**src/core/lpm_pkg.sv**
```systemverilog
// package: shared types and constants of the lvds pixel lane mapper
package lpm_pkg;
    // mapping option codes, as selected by software
    typedef enum logic [1:0] {
        LPM_OPT_ONE   = 2'b00,
        LPM_OPT_TWO   = 2'b01,
        LPM_OPT_THREE = 2'b10,
        LPM_OPT_FOUR  = 2'b11
    } lpm_opt_t;

    localparam int LPM_LANE_W = 7;
    localparam int LPM_COLOR_W = 10;
    // lane c control bit positions
    localparam int LPM_C_DE_BIT = 6;
    localparam int LPM_C_VS_BIT = 5;
    localparam int LPM_C_HS_BIT = 4;
    // lane d / lane e field bit position
    localparam int LPM_FIELD_BIT = 6;
    // start-up limit: time in its own unit, cycles derived from the clock rate
    localparam int LPM_CLOCK_MHZ = 250;
    localparam int LPM_STARTUP_US = 1000;
    localparam int LPM_STARTUP_CYCLES = LPM_STARTUP_US * LPM_CLOCK_MHZ;
    localparam int LPM_WAIT_W = 18;
    localparam logic [LPM_COLOR_W-1:0] LPM_COLOR_RST = 10'h000;

    // everything that arrives from the link side, synchronised as one bundle
    typedef struct packed {
        logic clk;
        lpm_opt_t opt;
        logic [LPM_LANE_W-1:0] e;
        logic [LPM_LANE_W-1:0] d;
        logic [LPM_LANE_W-1:0] c;
        logic [LPM_LANE_W-1:0] b;
        logic [LPM_LANE_W-1:0] a;
    } lpm_bundle_t;

    typedef struct packed {
        lpm_bundle_t meta1;
        lpm_bundle_t meta2;
        logic clk_prev;
        logic [LPM_COLOR_W-1:0] red;
        logic [LPM_COLOR_W-1:0] green;
        logic [LPM_COLOR_W-1:0] blue;
        logic de;
        logic vs;
        logic hs;
        logic field_one;
        logic field_two;
        logic ready;
        logic late;
        logic [LPM_WAIT_W-1:0] wait_cnt;
    } lpm_state_t;
endpackage

```
**src/core/lpm_lane_map.sv**
```systemverilog
// module: combinational lane-to-colour mapping for the four options
`timescale 1ns/1ns
`default_nettype none
module lpm_lane_map
    import lpm_pkg::*;
(
    input wire lpm_opt_t i_opt,
    input wire logic [LPM_LANE_W-1:0] i_lane_a_word,
    input wire logic [LPM_LANE_W-1:0] i_lane_b_word,
    input wire logic [LPM_LANE_W-1:0] i_lane_c_word,
    input wire logic [LPM_LANE_W-1:0] i_lane_d_word,
    input wire logic [LPM_LANE_W-1:0] i_lane_e_word,
    output logic [LPM_COLOR_W-1:0] o_red,
    output logic [LPM_COLOR_W-1:0] o_green_component,
    output logic [LPM_COLOR_W-1:0] o_blue_component
);
    // unmapped colour bits stay zero in every option
    always_comb begin
        o_red = LPM_COLOR_RST; // see (RL10)
        o_green_component = LPM_COLOR_RST;
        o_blue_component = LPM_COLOR_RST;
        case (i_opt) // see (RL1)
            LPM_OPT_TWO: begin
                o_green_component[2] = i_lane_a_word[6]; // see (RL2)
                o_red[7:2] = i_lane_a_word[5:0];
                o_blue_component[3:2] = i_lane_b_word[6:5]; // see (RL3)
                o_green_component[7:3] = i_lane_b_word[4:0];
                o_blue_component[7:4] = i_lane_c_word[3:0]; // see (RL4)
                o_blue_component[9:8] = i_lane_d_word[5:4]; // see (RL6)
                o_green_component[9:8] = i_lane_d_word[3:2];
                o_red[9:8] = i_lane_d_word[1:0];
                // lane e colour is left unused here; see (RL10)
            end
            LPM_OPT_THREE: begin
                o_green_component[0] = i_lane_a_word[6]; // see (RL2)
                o_red[5:0] = i_lane_a_word[5:0];
                o_blue_component[1:0] = i_lane_b_word[6:5]; // see (RL3)
                o_green_component[5:1] = i_lane_b_word[4:0];
                o_blue_component[5:2] = i_lane_c_word[3:0]; // see (RL4)
                o_blue_component[7:6] = i_lane_d_word[5:4]; // see (RL6)
                o_green_component[7:6] = i_lane_d_word[3:2];
                o_red[7:6] = i_lane_d_word[1:0];
                o_blue_component[9:8] = i_lane_e_word[5:4]; // see (RL9)
                o_green_component[9:8] = i_lane_e_word[3:2];
                o_red[9:8] = i_lane_e_word[1:0];
            end
            default: begin
                // options one and four share lanes a to c
                o_green_component[4] = i_lane_a_word[6]; // see (RL2)
                o_red[9:4] = i_lane_a_word[5:0];
                o_blue_component[5:4] = i_lane_b_word[6:5]; // see (RL3)
                o_green_component[9:5] = i_lane_b_word[4:0];
                o_blue_component[9:6] = i_lane_c_word[3:0]; // see (RL4)
                // 18-bit option ignores lanes d and e colour bits
                if (i_opt == LPM_OPT_ONE) begin // see (RL7)
                    o_blue_component[3:2] = i_lane_d_word[5:4]; // see (RL6)
                    o_green_component[3:2] = i_lane_d_word[3:2];
                    o_red[3:2] = i_lane_d_word[1:0];
                    o_blue_component[1:0] = i_lane_e_word[5:4]; // see (RL9)
                    o_green_component[1:0] = i_lane_e_word[3:2];
                    o_red[1:0] = i_lane_e_word[1:0];
                end
            end
        endcase
    end
endmodule
`default_nettype wire

```
**src/core/lpm_top.sv**
```systemverilog
// module: lvds pixel lane mapper, samples the recovered link words and maps them
// Contract
// (RL1) four mapping options, chosen by software setting
// (RL2) lane a feeds green and red per option
// (RL3) lane b feeds blue and green per option
// (RL4) lane c low nibble feeds blue
// (RL5) lane c bits 6,5,4: enable, vsync, hsync
// (RL6) lane d feeds low or high colour bits
// (RL7) option four ignores lanes d and e colour
// (RL8) lane d/e bit 6 are field flags
// (RL9) lane e feeds colour in options one, three
// (RL10) unused colour bits driven to zero
// (RL11) all pixel outputs registered in same cycle
// (RL12) mapped output valid within one millisecond
`timescale 1ns/1ns
`default_nettype none
module lpm_top
    import lpm_pkg::*;
#(
    parameter int STARTUP_CYCLES = LPM_STARTUP_CYCLES
) (
    input wire logic i_clock,
    input wire logic i_sys_rst,
    input wire logic i_link_pixel_clock,
    input wire lpm_opt_t i_map_option,
    input wire logic [LPM_LANE_W-1:0] i_lane_a_word,
    input wire logic [LPM_LANE_W-1:0] i_lane_b_word,
    input wire logic [LPM_LANE_W-1:0] i_lane_c_word,
    input wire logic [LPM_LANE_W-1:0] i_lane_d_word,
    input wire logic [LPM_LANE_W-1:0] i_lane_e_word,
    output logic [LPM_COLOR_W-1:0] o_red,
    output logic [LPM_COLOR_W-1:0] o_green_component,
    output logic [LPM_COLOR_W-1:0] o_blue_component,
    output logic o_pixel_valid_flag,
    output logic o_vsync,
    output logic o_hsync,
    output logic o_field_one,
    output logic o_field_two,
    output logic o_link_ready,
    output logic o_startup_late
);
    localparam logic [LPM_WAIT_W-1:0] WAIT_LIMIT = LPM_WAIT_W'(STARTUP_CYCLES);

    lpm_state_t s;
    lpm_state_t next_s;
    lpm_bundle_t raw;
    logic cap;
    logic [LPM_COLOR_W-1:0] map_red;
    logic [LPM_COLOR_W-1:0] map_green;
    logic [LPM_COLOR_W-1:0] map_blue;

    // the whole link side crosses as one bundle through two flops;
    // data is assumed stable around the rising link edge, so the
    // clock and words see the same synchroniser delay
    assign raw = '{clk: i_link_pixel_clock, opt: i_map_option, e: i_lane_e_word,
                   d: i_lane_d_word, c: i_lane_c_word, b: i_lane_b_word,
                   a: i_lane_a_word};
    // rising link edge seen on the second stage only
    assign cap = s.meta2.clk && !s.clk_prev;

    lpm_lane_map u_map (
        .i_opt(s.meta2.opt),
        .i_lane_a_word(s.meta2.a),
        .i_lane_b_word(s.meta2.b),
        .i_lane_c_word(s.meta2.c),
        .i_lane_d_word(s.meta2.d),
        .i_lane_e_word(s.meta2.e),
        .o_red(map_red),
        .o_green_component(map_green),
        .o_blue_component(map_blue)
    );

    // next-state: synchronise, capture a whole pixel on each link edge
    always_comb begin
        next_s = s;
        next_s.meta1 = raw;
        next_s.meta2 = s.meta1;
        next_s.clk_prev = s.meta2.clk;
        if (cap) begin
            // all pixel bits load together; see (RL11)
            next_s.red = map_red;
            next_s.green = map_green;
            next_s.blue = map_blue;
            next_s.de = s.meta2.c[LPM_C_DE_BIT]; // see (RL5)
            next_s.vs = s.meta2.c[LPM_C_VS_BIT];
            next_s.hs = s.meta2.c[LPM_C_HS_BIT];
            next_s.field_one = s.meta2.d[LPM_FIELD_BIT]; // see (RL8)
            next_s.field_two = s.meta2.e[LPM_FIELD_BIT];
            next_s.ready = 1'b1; // see (RL12)
        end
        // start-up watchdog: flags a link that never delivered a pixel
        if (!s.ready && !cap) begin
            if (s.wait_cnt >= WAIT_LIMIT) begin
                next_s.late = 1'b1; // see (RL12)
            end else begin
                next_s.wait_cnt = s.wait_cnt + LPM_WAIT_W'(1);
            end
        end
    end

    // state register, synchronous reset to constants only
    always_ff @(posedge i_clock) begin
        if (i_sys_rst) begin
            s <= '0;
        end else begin
            s <= next_s;
        end
    end

    // outputs straight from the state flops
    assign o_red = s.red;
    assign o_green_component = s.green;
    assign o_blue_component = s.blue;
    assign o_pixel_valid_flag = s.de;
    assign o_vsync = s.vs;
    assign o_hsync = s.hs;
    assign o_field_one = s.field_one;
    assign o_field_two = s.field_two;
    assign o_link_ready = s.ready;
    assign o_startup_late = s.late;
endmodule
`default_nettype wire

```
**config.mk**
```make
export PLATFORM = sky130hd
export DESIGN_NAME = lpm_top
export DESIGN_NICKNAME = d
export VERILOG_FILES = /design/src/core/lpm_pkg.sv /design/src/core/lpm_lane_map.sv /design/src/core/lpm_top.sv
export SDC_FILE = /design/constraint.sdc
export NUM_CORES = 1
export LEC_CHECK = 0
export BUFFER_PORTS_ARGS = -buffer_cell sky130_fd_sc_hd__buf_4
export CAP_MARGIN = 20
export CORE_ASPECT_RATIO = 0.5
export CORE_MARGIN = 5
export CORE_UTILIZATION = 60
export CTS_CLUSTER_SIZE = 25
export DETAILED_ROUTE_END_ITERATION = 6
export PLACE_DENSITY = 0.83
export SLEW_MARGIN = 20
export SYNTH_ARGS = -nofsm -noshare
export SYNTH_HDL_FRONTEND = slang
export SYNTH_HIERARCHICAL = 1
export SYNTH_SLANG_ARGS = --single-unit
```
**constraint.sdc**
```tcl
create_clock -name i_clock -period 4.3 [get_ports i_clock]
set_input_delay 0.86 -clock i_clock [delete_from_list [all_inputs] [get_ports i_clock]]
set_output_delay 0.86 -clock i_clock [all_outputs]
set_load 0.1 [all_outputs]
```
==> results.md, run 1 <==
* Outcome: finished, final reports clean
* Placer Congestion at about 0.85
* Clk buf depth at 2
* Static Leak at roughly 2.4 nW
* Tot Pwr at 2.868 mW
* DP Area at approximately 5500 sq um
* Root Driver: clkbuf_16
* Global-route usage over all layers at 0.2080
* CTS tree: yes
* Wire per inst at roughly 14 um
* Diodes inserted at 0
* Fill count at 600
* Row count at 23
* Relative slew slack at 0.2855
* Core Box Area at 8173 sq um
* Period Utilization, post-route at 0.5527
* Kind of start point of the critical path: flip-flop
* First-pass DRT Iterations at 5
* Height of the die at about 76 um
* Slew Limit Fails at 0
* P&R area growth vs syn at 17.40%
* Post-CTS Setup Repair Bufs at 0
* # port buffers at between 70 and 80
* First-pass GRT wire length at 17,110 um
* Unrepaired setup endpoints after global routing: no
* CP max stage cell: nor4_1
* Synth async-reset ratio at 0
* Hold Crit Class: reg2reg
* Total of max-cap violations at 0
* DRC viols at 0
* Number of placed cells counting well taps at between 600 and 700
* Top_reg_cell synth: dfxtp_1
* Syn avg cell area at a little over 9 sq um
* Initial Util at 0.6300
* Worst-margin pin slew at 1.072 ns
* Largest net degree at the start of global routing at between 100 and 150
* Worst Path Required at approximately 4.6 ns
* Clock skew at between 0.004 and 0.005 ns
* Final WS setup at 1.923 ns
* Hold_buf cts at 0
* DIE WIDTH at roughly 140 um
* Finished Core Util at 0.7396
* Ys Warns at 6
* Peak Freq at 0.4207 GHz
* Cts repair resizes at 0
* Final Setup Violations at 0
* Final nets at roughly 640
* Post-synthesis net count at 606
* Mapped Area at slightly above 5000 sq um
* Min Tclk post-route at between 2 and 2.5 ns
* Design area at 6045 sq um
* Ports at 77
* Clk Latency, worst-skew pair at 0.40 ns
* CP arrival at ~2.7 ns
* Most common cell after layout, fill and taps aside: dfxtp_1
* Worst-path maximum fanout at 31
* Num CTS Buffers at 17
* Final antenna-violating net count at 0
* Iter 0 DRT Violations at 291
* VDD IR max at a little under 300 uV
* Final hold vios at 0
* Worst slack, placed at around 1.9 ns
* Commonest cells after routing, fill and taps aside: dfxtp_1, nor2b_1, buf_4
* Total vias in the final route at 3,752
* Initial antenna violation count at 0
* H-Tree Depth at 4
* Setup TNS at 0 ns
* Netlist cell types at 33
* Layout Cells excl Fill at 716
* Clk pin slew, worst setup/hold paths at about 0.050 ns
* Layout cells sized above 1 at 0.2003
* Hold WS at approximately 0.43 ns
* Grt ovf at 0
* Sequential share of the synthesized area at 0.5132
* Worst Path Class, Setup: reg2reg
* Post-synth EDFFs at 0
* FF+latch count, synth at 132
* Mapped Cells at about 560
* Routed WL at just over 10,000 um
* Post-DP HPWL at ~6400 um
* Vias in the first global route at roughly 3,500
* Power density cells at approximately 470 nW/um^2
* Via density at between 5 and 6
* Die ar. at about 11,000 sq um
* Delay of the slowest critical-path stage at roughly 0.47 ns
* Clock Sinks at approximately 130
* CP cell instances: nand2b_1, buf_4, nand3_1, nor4_1, mux2_2
* Nature of the critical path endpoint: flip-flop
-- sequential cells by signal (all words and copies together) (netlist names) --
name and cells:
next_s 39, o_blue_component 10, o_field_one 1, o_field_two 1
o_green_component 10, o_hsync 1, o_link_ready 1, o_pixel_valid_flag 1
o_red 10, o_startup_late 1, o_vsync 1, s 56
-- cell families (layout without fill, tap and decap cells) --
kind of cell	after synthesis	count (layout)	synth area share
compound gates	100	100	0.1215
fa+ha+maj	5	5	0.01215
buf+inv	74	117	0.08481
flops	132	132	0.5132
mux	11	11	0.02382
simple gates	239	239	0.2445
-- power by group --
| part | switching [mW] | internal, mW |
|---|---|---|
| sequential | 0.0260 | 1.27 |
| combinational | 0.131 | 0.0760 |
| clock | 0.478 | 0.890 |
| total | 0.635 | 2.23 |
-- path summary, 6_finish.rpt --
kind / start / endpoint / slack [ns] / cells past startpoint
setup reg to reg: s[55] / s[12] / 1.92 / 5
hold reg to reg: next_s[58] / s[58] / 0.43 / 1
hold / removal: next_s[58] / s[58] / 0.43 / 1
setup / recovery: s[55] / s[12] / 1.92 / 5
-- worst max-delay path: cells and delay by family (launching register included) --
kind	cells	cell delay, ns
muxes	1	0.38
and+or+nand+nor	3	1.17
DFF	1	0.33
buffers and inverters	1	0.39
-- cell type report --
cell class	instances	area [sq um]	share of cell area
Inverter	7	26.28	0.004347
Timing Repair Buffer	80	600.6	0.09936
Clock inverter	5	75.07	0.01242
Tap cell	112	140.1	0.02318
Sequential cell	132	2643	0.4372
Clock buffer	25	485.5	0.08031
Multi-Input combinational cell	355	2074	0.3432
-- synth_stat cells, types with 7 or more instances --
library cell | number | area share
inv_1 | 7 | 0.0051
o31ai_1 | 7 | 0.010
nor2b_1 | 87 | 0.11
nor2_1 | 33 | 0.024
nand2_1 | 74 | 0.054
a22oi_1 | 18 | 0.026
nand3_1 | 7 | 0.0068
mux2_2 | 10 | 0.022
buf_4 | 33 | 0.048
clkbuf_1 | 22 | 0.016
a21oi_1 | 60 | 0.058
dfxtp_1 | 132 | 0.51
-- routing by layer --
metal	wire, um	track usage	share of wire
met4	123	0.08700	0.012
met3	655	0.05517	0.063
met2	4777	0.3416	0.46
met1	4780	0.2674	0.46
met5	0	0	0
(Power assumes the default switching activity.)
==> inputs of run 2 (changes only) <==
--- a/config.mk
+++ b/config.mk
@@ -9,10 +9,10 @@
 export CAP_MARGIN = 20
 export CORE_ASPECT_RATIO = 0.5
 export CORE_MARGIN = 5
-export CORE_UTILIZATION = 60
+export CORE_UTILIZATION = 56
 export CTS_CLUSTER_SIZE = 25
 export DETAILED_ROUTE_END_ITERATION = 6
-export PLACE_DENSITY = 0.83
+export PLACE_DENSITY = 0.79
 export SLEW_MARGIN = 20
 export SYNTH_ARGS = -nofsm -noshare
 export SYNTH_HDL_FRONTEND = slang
==> constraint.sdc (replaced) <==
create_clock -name i_clock -period 2.23 [get_ports i_clock]
set_input_delay 0.446 -clock i_clock [delete_from_list [all_inputs] [get_ports i_clock]]
set_output_delay 0.446 -clock i_clock [all_outputs]
set_load 0.1 [all_outputs]
==> results.md, run 2 (synthesis gave the netlist of run 1 again) <==
* Largest net degree at the start of global routing at between 60 and 70
* Power density cells at slightly below 1000 nW/um^2
* Unrepaired setup endpoints after global routing: no
* Via density at approximately 5.2
* Num CTS Buffers at 17
* Height of the die at between 70 and 80 um
* Total of max-cap violations at 0
* Final nets at 646
* Fill count at roughly 660
* Initial Util at 0.5832
* Max reg flops at 56
* Nature of the critical path endpoint: flip-flop
* Global-route usage over all layers at 0.2005
* First-pass DRT Iterations at 5
* CP max stage cell: or4_1
* Clk Latency, worst-skew pair at approximately 0.4 ns
* # port buffers at 76
* Hold_sp: i_lane_e_word[6]
* H-Tree Depth at 4
* Peak Freq at a little under 0.5 GHz
* DP Area at between 5000 and 6000 sq um
* Period Utilization, post-route at 0.9228
* DRC viols at 0
* Diodes inserted at 0
* Iter 0 DRT Violations at roughly 360
* Cts repair resizes at 0
* Final Setup Violations at 0
* DIE WIDTH at about 150 um
* Layout cells sized above 1 at 0.2199
* Clk pin slew, worst setup/hold paths at roughly 0.060 ns
* Post-CTS Setup Repair Bufs at 0
* Post-DP HPWL at ~6900 um
* Design area at around 6200 sq um
* First-pass GRT wire length at roughly 19,000 um
* Clock Sinks at between 100 and 150
* Worst-path maximum fanout at 12
* VDD IR max at 617.1 uV
* Die ar. at between 10,000 and 15,000 sq um
* Hold_buf cts at 0
* CP most frequent cell: buf_4
* Relative slew slack at 0.6136
* Static Leak at approximately 2.5 nW
* Slew Limit Fails at 0
* Clk buf depth at 2
* Delay of the slowest critical-path stage at around 0.50 ns
* Crit. Startpoint: s[6]
* P&R area growth vs syn at 20.97%
* Final hold vios at 0
* Most common cell after layout, fill and taps aside: dfxtp_1
* Min Tclk post-route at 2.058 ns
* Initial antenna violation count at 0
* Worst Path Required at 2.56 ns
* Core Box Area at approximately 8800 sq um
* CP arrival at approximately 2.4 ns
* CP cell instances: o31ai_1, a311oi_2, buf_4, buf_4, or4_1, a21oi_1
* CTS tree: yes
* Ports at 77
* Wire per inst at 14.92 um
* Reg with most FFs: s
* Final antenna-violating net count at 0
* Worst Path Class, Setup: reg2reg
* Reg2reg start: s[6]
* Worst-margin pin slew at between 0.5 and 0.6 ns
* Vias in the first global route at roughly 3,700
* Total vias in the final route at between 3,000 and 4,000
* Hold Crit Class: in2reg
* Row count at 24
* Grt ovf at 0
* Hold WS at ~0.25 ns
* Kind of start point of the critical path: flip-flop
* Root Driver: clkbuf_16
* Placer Congestion at between 0.8 and 0.9
* Clock skew at approximately 0.0053 ns
* Outcome: finished, final reports clean
* Setup TNS at 0 ns
* Commonest cells after routing, fill and taps aside: dfxtp_1, buf_4, nor2b_1
* Routed WL at between 10,000 and 15,000 um
==> run 2: cell count changes in the layout (fill, tap and decap cells not counted) <==
cell	before	now
clkinv_4	0	3
ha_2	1	0
buf_12	0	1
buf_4	80	87
clkinv_2	3	2
bufinv_16	2	5
ha_1	4	5
clkinvlp_4	0	2
clkbuf_1	5	0
==> run 2: final timing paths <==
kind                                    end  cells past startpoint  slack (ns)
worst max-delay path                   s[7]                      6        0.17
worst min-delay path             next_s[90]                      2        0.25
worst max register to register         s[7]                      6        0.17
worst min register to register  o_field_one                      2        0.43
==> run 2: worst max-delay path, delay by kind of cell, from the launching register on <==
kind,cells,cell delay [ns]
AND/OR/NAND/NOR,1,0.50
buffers and inverters,2,0.40
AO/OA/AOI/OAI,3,0.71
flip-flops,1,0.37
==> run 2: power by group <==
group / leakage (nW) / switching (mW) / internal (mW)
registers: 1.08 / 0.0495 / 2.44
clock network: 0.322 / 1.00 / 2.07
logic: 1.08 / 0.259 / 0.156
total: 2.48 / 1.31 / 4.67
==> run 2: routing by layer <==
metal  share of wire  wire (um)  global-route usage
met3           0.059        642             0.05530
met5               0          0                   0
met1            0.46       5059              0.2649
met4           0.011        119             0.07169
met2            0.47       5085              0.3189
==> run 2: cell type report <==
cell class	count	area, sq um	share of cell area
clock buffers	20	466.7	0.07493
clock inverters	12	201.4	0.03234
inverters	7	26.28	0.004219
multi-input cells	355	2072	0.3327
flip-flops and latches	132	2643	0.4243
well taps	117	146.4	0.02350
repair buffers	88	673.1	0.1081
==> run 2: through the flow <==
stage | instances | utilization | total power [mW] | worst slack [ns]
detailed placement | 699 | 0.6298 | 2.949 | 0.2163
finish | 731 | 0.7055 | 5.984 | 0.1723
CTS | 731 | 0.7055 | 6.020 | 0.1882
global placement | 699 | 0.6298 | 2.941 | 0.2737
global route | 731 | 0.7055 | 6.197 | 0.03922
floorplan | 561 | - | 2.837 | 0.2447
==> inputs of run 3 (changes only) <==
--- a/config.mk
+++ b/config.mk
@@ -12,7 +12,9 @@
 export CORE_UTILIZATION = 56
 export CTS_CLUSTER_SIZE = 25
 export DETAILED_ROUTE_END_ITERATION = 6
+export GPL_TIMING_DRIVEN = 0
 export PLACE_DENSITY = 0.79
+export SKIP_CTS_REPAIR_TIMING = 1
 export SLEW_MARGIN = 20
 export SYNTH_ARGS = -nofsm -noshare
 export SYNTH_HDL_FRONTEND = slang
==> results.md, run 3 (synthesis gave the netlist of run 1 again) <==
* Static Leak at 2.678 nW
* Diodes inserted at 0
* Grt ovf at 0
* Clock Sinks at 132
* Via density at around 5.2
* Initial Util at 0.5832
* Hold Crit Class: in2reg
* Pint at between 4 and 5 mW
* VDD IR max at ~720 uV
* Worst slack, placed at between 0.04 and 0.05 ns
* Final Setup Violations at 0
* Power density cells at 929.7 nW/um^2
* First-pass GRT wire length at between 15,000 and 20,000 um
* GR Util met3 at 0.07392
* Placer Congestion at around 0.94
* Final nets at 700
* Layout cells sized above 1 at 0.2425
* Global route hottest layer: met2
* Relative slew slack at 0.5728
* Height of the die at 77.80 um
* CTS tree: yes
* Clock share of power at 0.515
* Clk pin slew, worst setup/hold paths at approximately 0.060 ns
* Grt met2 use at 0.3608
* Unrepaired setup endpoints after global routing: no
* Setup TNS at 0 ns
* Slew Limit Fails at 0
* Most common cell after layout, fill and taps aside: dfxtp_1
* CP arrival at around 2.3 ns
* Final antenna-violating net count at 0
* Outcome: finished, final reports clean
* Peak Freq at slightly below 0.5 GHz
* Commonest cells after routing, fill and taps aside: dfxtp_1, buf_4, nor2b_1
* Worst Path Required at approximately 2.5 ns
* Design area at ~6500 sq um
* Die ar. at roughly 11,000 sq um
* Initial antenna violation count at 0
* Worst Path Class, Setup: reg2reg
* Post-DP HPWL at 8297 um
* DIE WIDTH at approximately 150 um
* Largest net degree at the start of global routing at 17
* Total vias in the final route at slightly above 4,000
* Hold WS at roughly 0.25 ns
* Period Utilization, post-route at 0.9100
* DP Area at 5858 sq um
* Core Box Area at approximately 9000 sq um
* # port buffers at 75
* Root Driver: clkbuf_16
* Nature of the critical path endpoint: flip-flop
* Comb power frac at 0.075
* P&R area growth vs syn at 27.00%
* Sequential share of power at 0.410
* Sw Pwr at ~1.3 mW
* Clk buf depth at 2
* H-Tree Depth at 4
* Worst-path maximum fanout at 10
* DRC viols at 0
* Routed WL at 12,140 um
* Num CTS Buffers at 17
* Max reg flops at 56
* Switch share at 0.2142
* Vias in the first global route at 3,931
* Wire per inst at 15.47 um
* Met1 Usage GRT at 0.2748
* Clk Latency, worst-skew pair at roughly 0.4 ns
* Row count at 24
* Min Tclk post-route at roughly 2.0 ns
* Total of max-cap violations at 0
* Worst-margin pin slew at 0.6409 ns
* Iter 0 DRT Violations at approximately 360
* Final hold vios at 0
* Ports at 77
* Fill count at between 600 and 700
* Final WS setup at between 0.2 and 0.25 ns
* First-pass DRT Iterations at 5
* Kind of start point of the critical path: flip-flop
* Reg with most FFs: s
* Clock skew at ~0.0073 ns
* Global-route usage over all layers at 0.2178
run 3: changes by cell type in the layout (fill, tap and decap cells not counted), moves of 3 or more:
cell | before | now
clkinv_4 | 3 | 0
clkbuf_1 | 0 | 22
buf_4 | 87 | 108
buf_1 | 0 | 4
buf_2 | 0 | 4
buf_6 | 0 | 4
clkbuf_8 | 3 | 6
run 3: path summary, 6_finish.rpt:
kind | start | endpoint | slack, ns | cells after the start
worst min register to register | s[74] | o_hsync | 0.43 | 2
worst max-delay path | s[8] | s[10] | 0.20 | 5
worst max register to register | s[8] | s[10] | 0.20 | 5
worst min-delay path | i_lane_c_word[6] | next_s[76] | 0.25 | 2
run 3: metal layers:
layer	wire (um)	share of wire
met1	5472	0.45
met3	768	0.063
met2	5722	0.47
met4	178	0.015
met5	0	0
run 3: power by group through the flow:
stage                     sequential (mW)  combinational (mW)  clock (mW)
final                                2.49               0.454        3.13
after CTS                            2.49               0.452        3.16
after detailed placement             2.54               0.448           0
after global routing                 2.50               0.491        3.28
after global placement               2.54               0.443           0
after floorplan                      2.54               0.299           0
run 3: critical path: stages (launching register included):
cell and delay, ns:
dfxtp_1 0.35, nor4_2 0.33, a311oi_2 0.23, buf_6 0.20, nor4_1 0.41, mux2_2 0.38
run 3: final cells by class:
cell class | instances | area (sq um) | area share
plain buffers | 67 | 411.6 | 0.06295
inverters | 7 | 26.28 | 0.004018
flip-flops and latches | 132 | 2643 | 0.4041
clock inverters | 8 | 167.7 | 0.02564
clock buffers | 24 | 511.7 | 0.07826
repair buffers | 75 | 563.0 | 0.08611
multi-input cells | 355 | 2069 | 0.3165
well taps | 117 | 146.4 | 0.02239
run 3: per-stage QoR:
step | util | power [mW] | instances
floorplan | - | 2.837 | 561
finish | 0.7406 | 6.079 | 785
CTS | 0.7405 | 6.106 | 785
detailed placement | 0.6635 | 2.988 | 753
global route | 0.7406 | 6.275 | 785
global placement | 0.6635 | 2.981 | 753
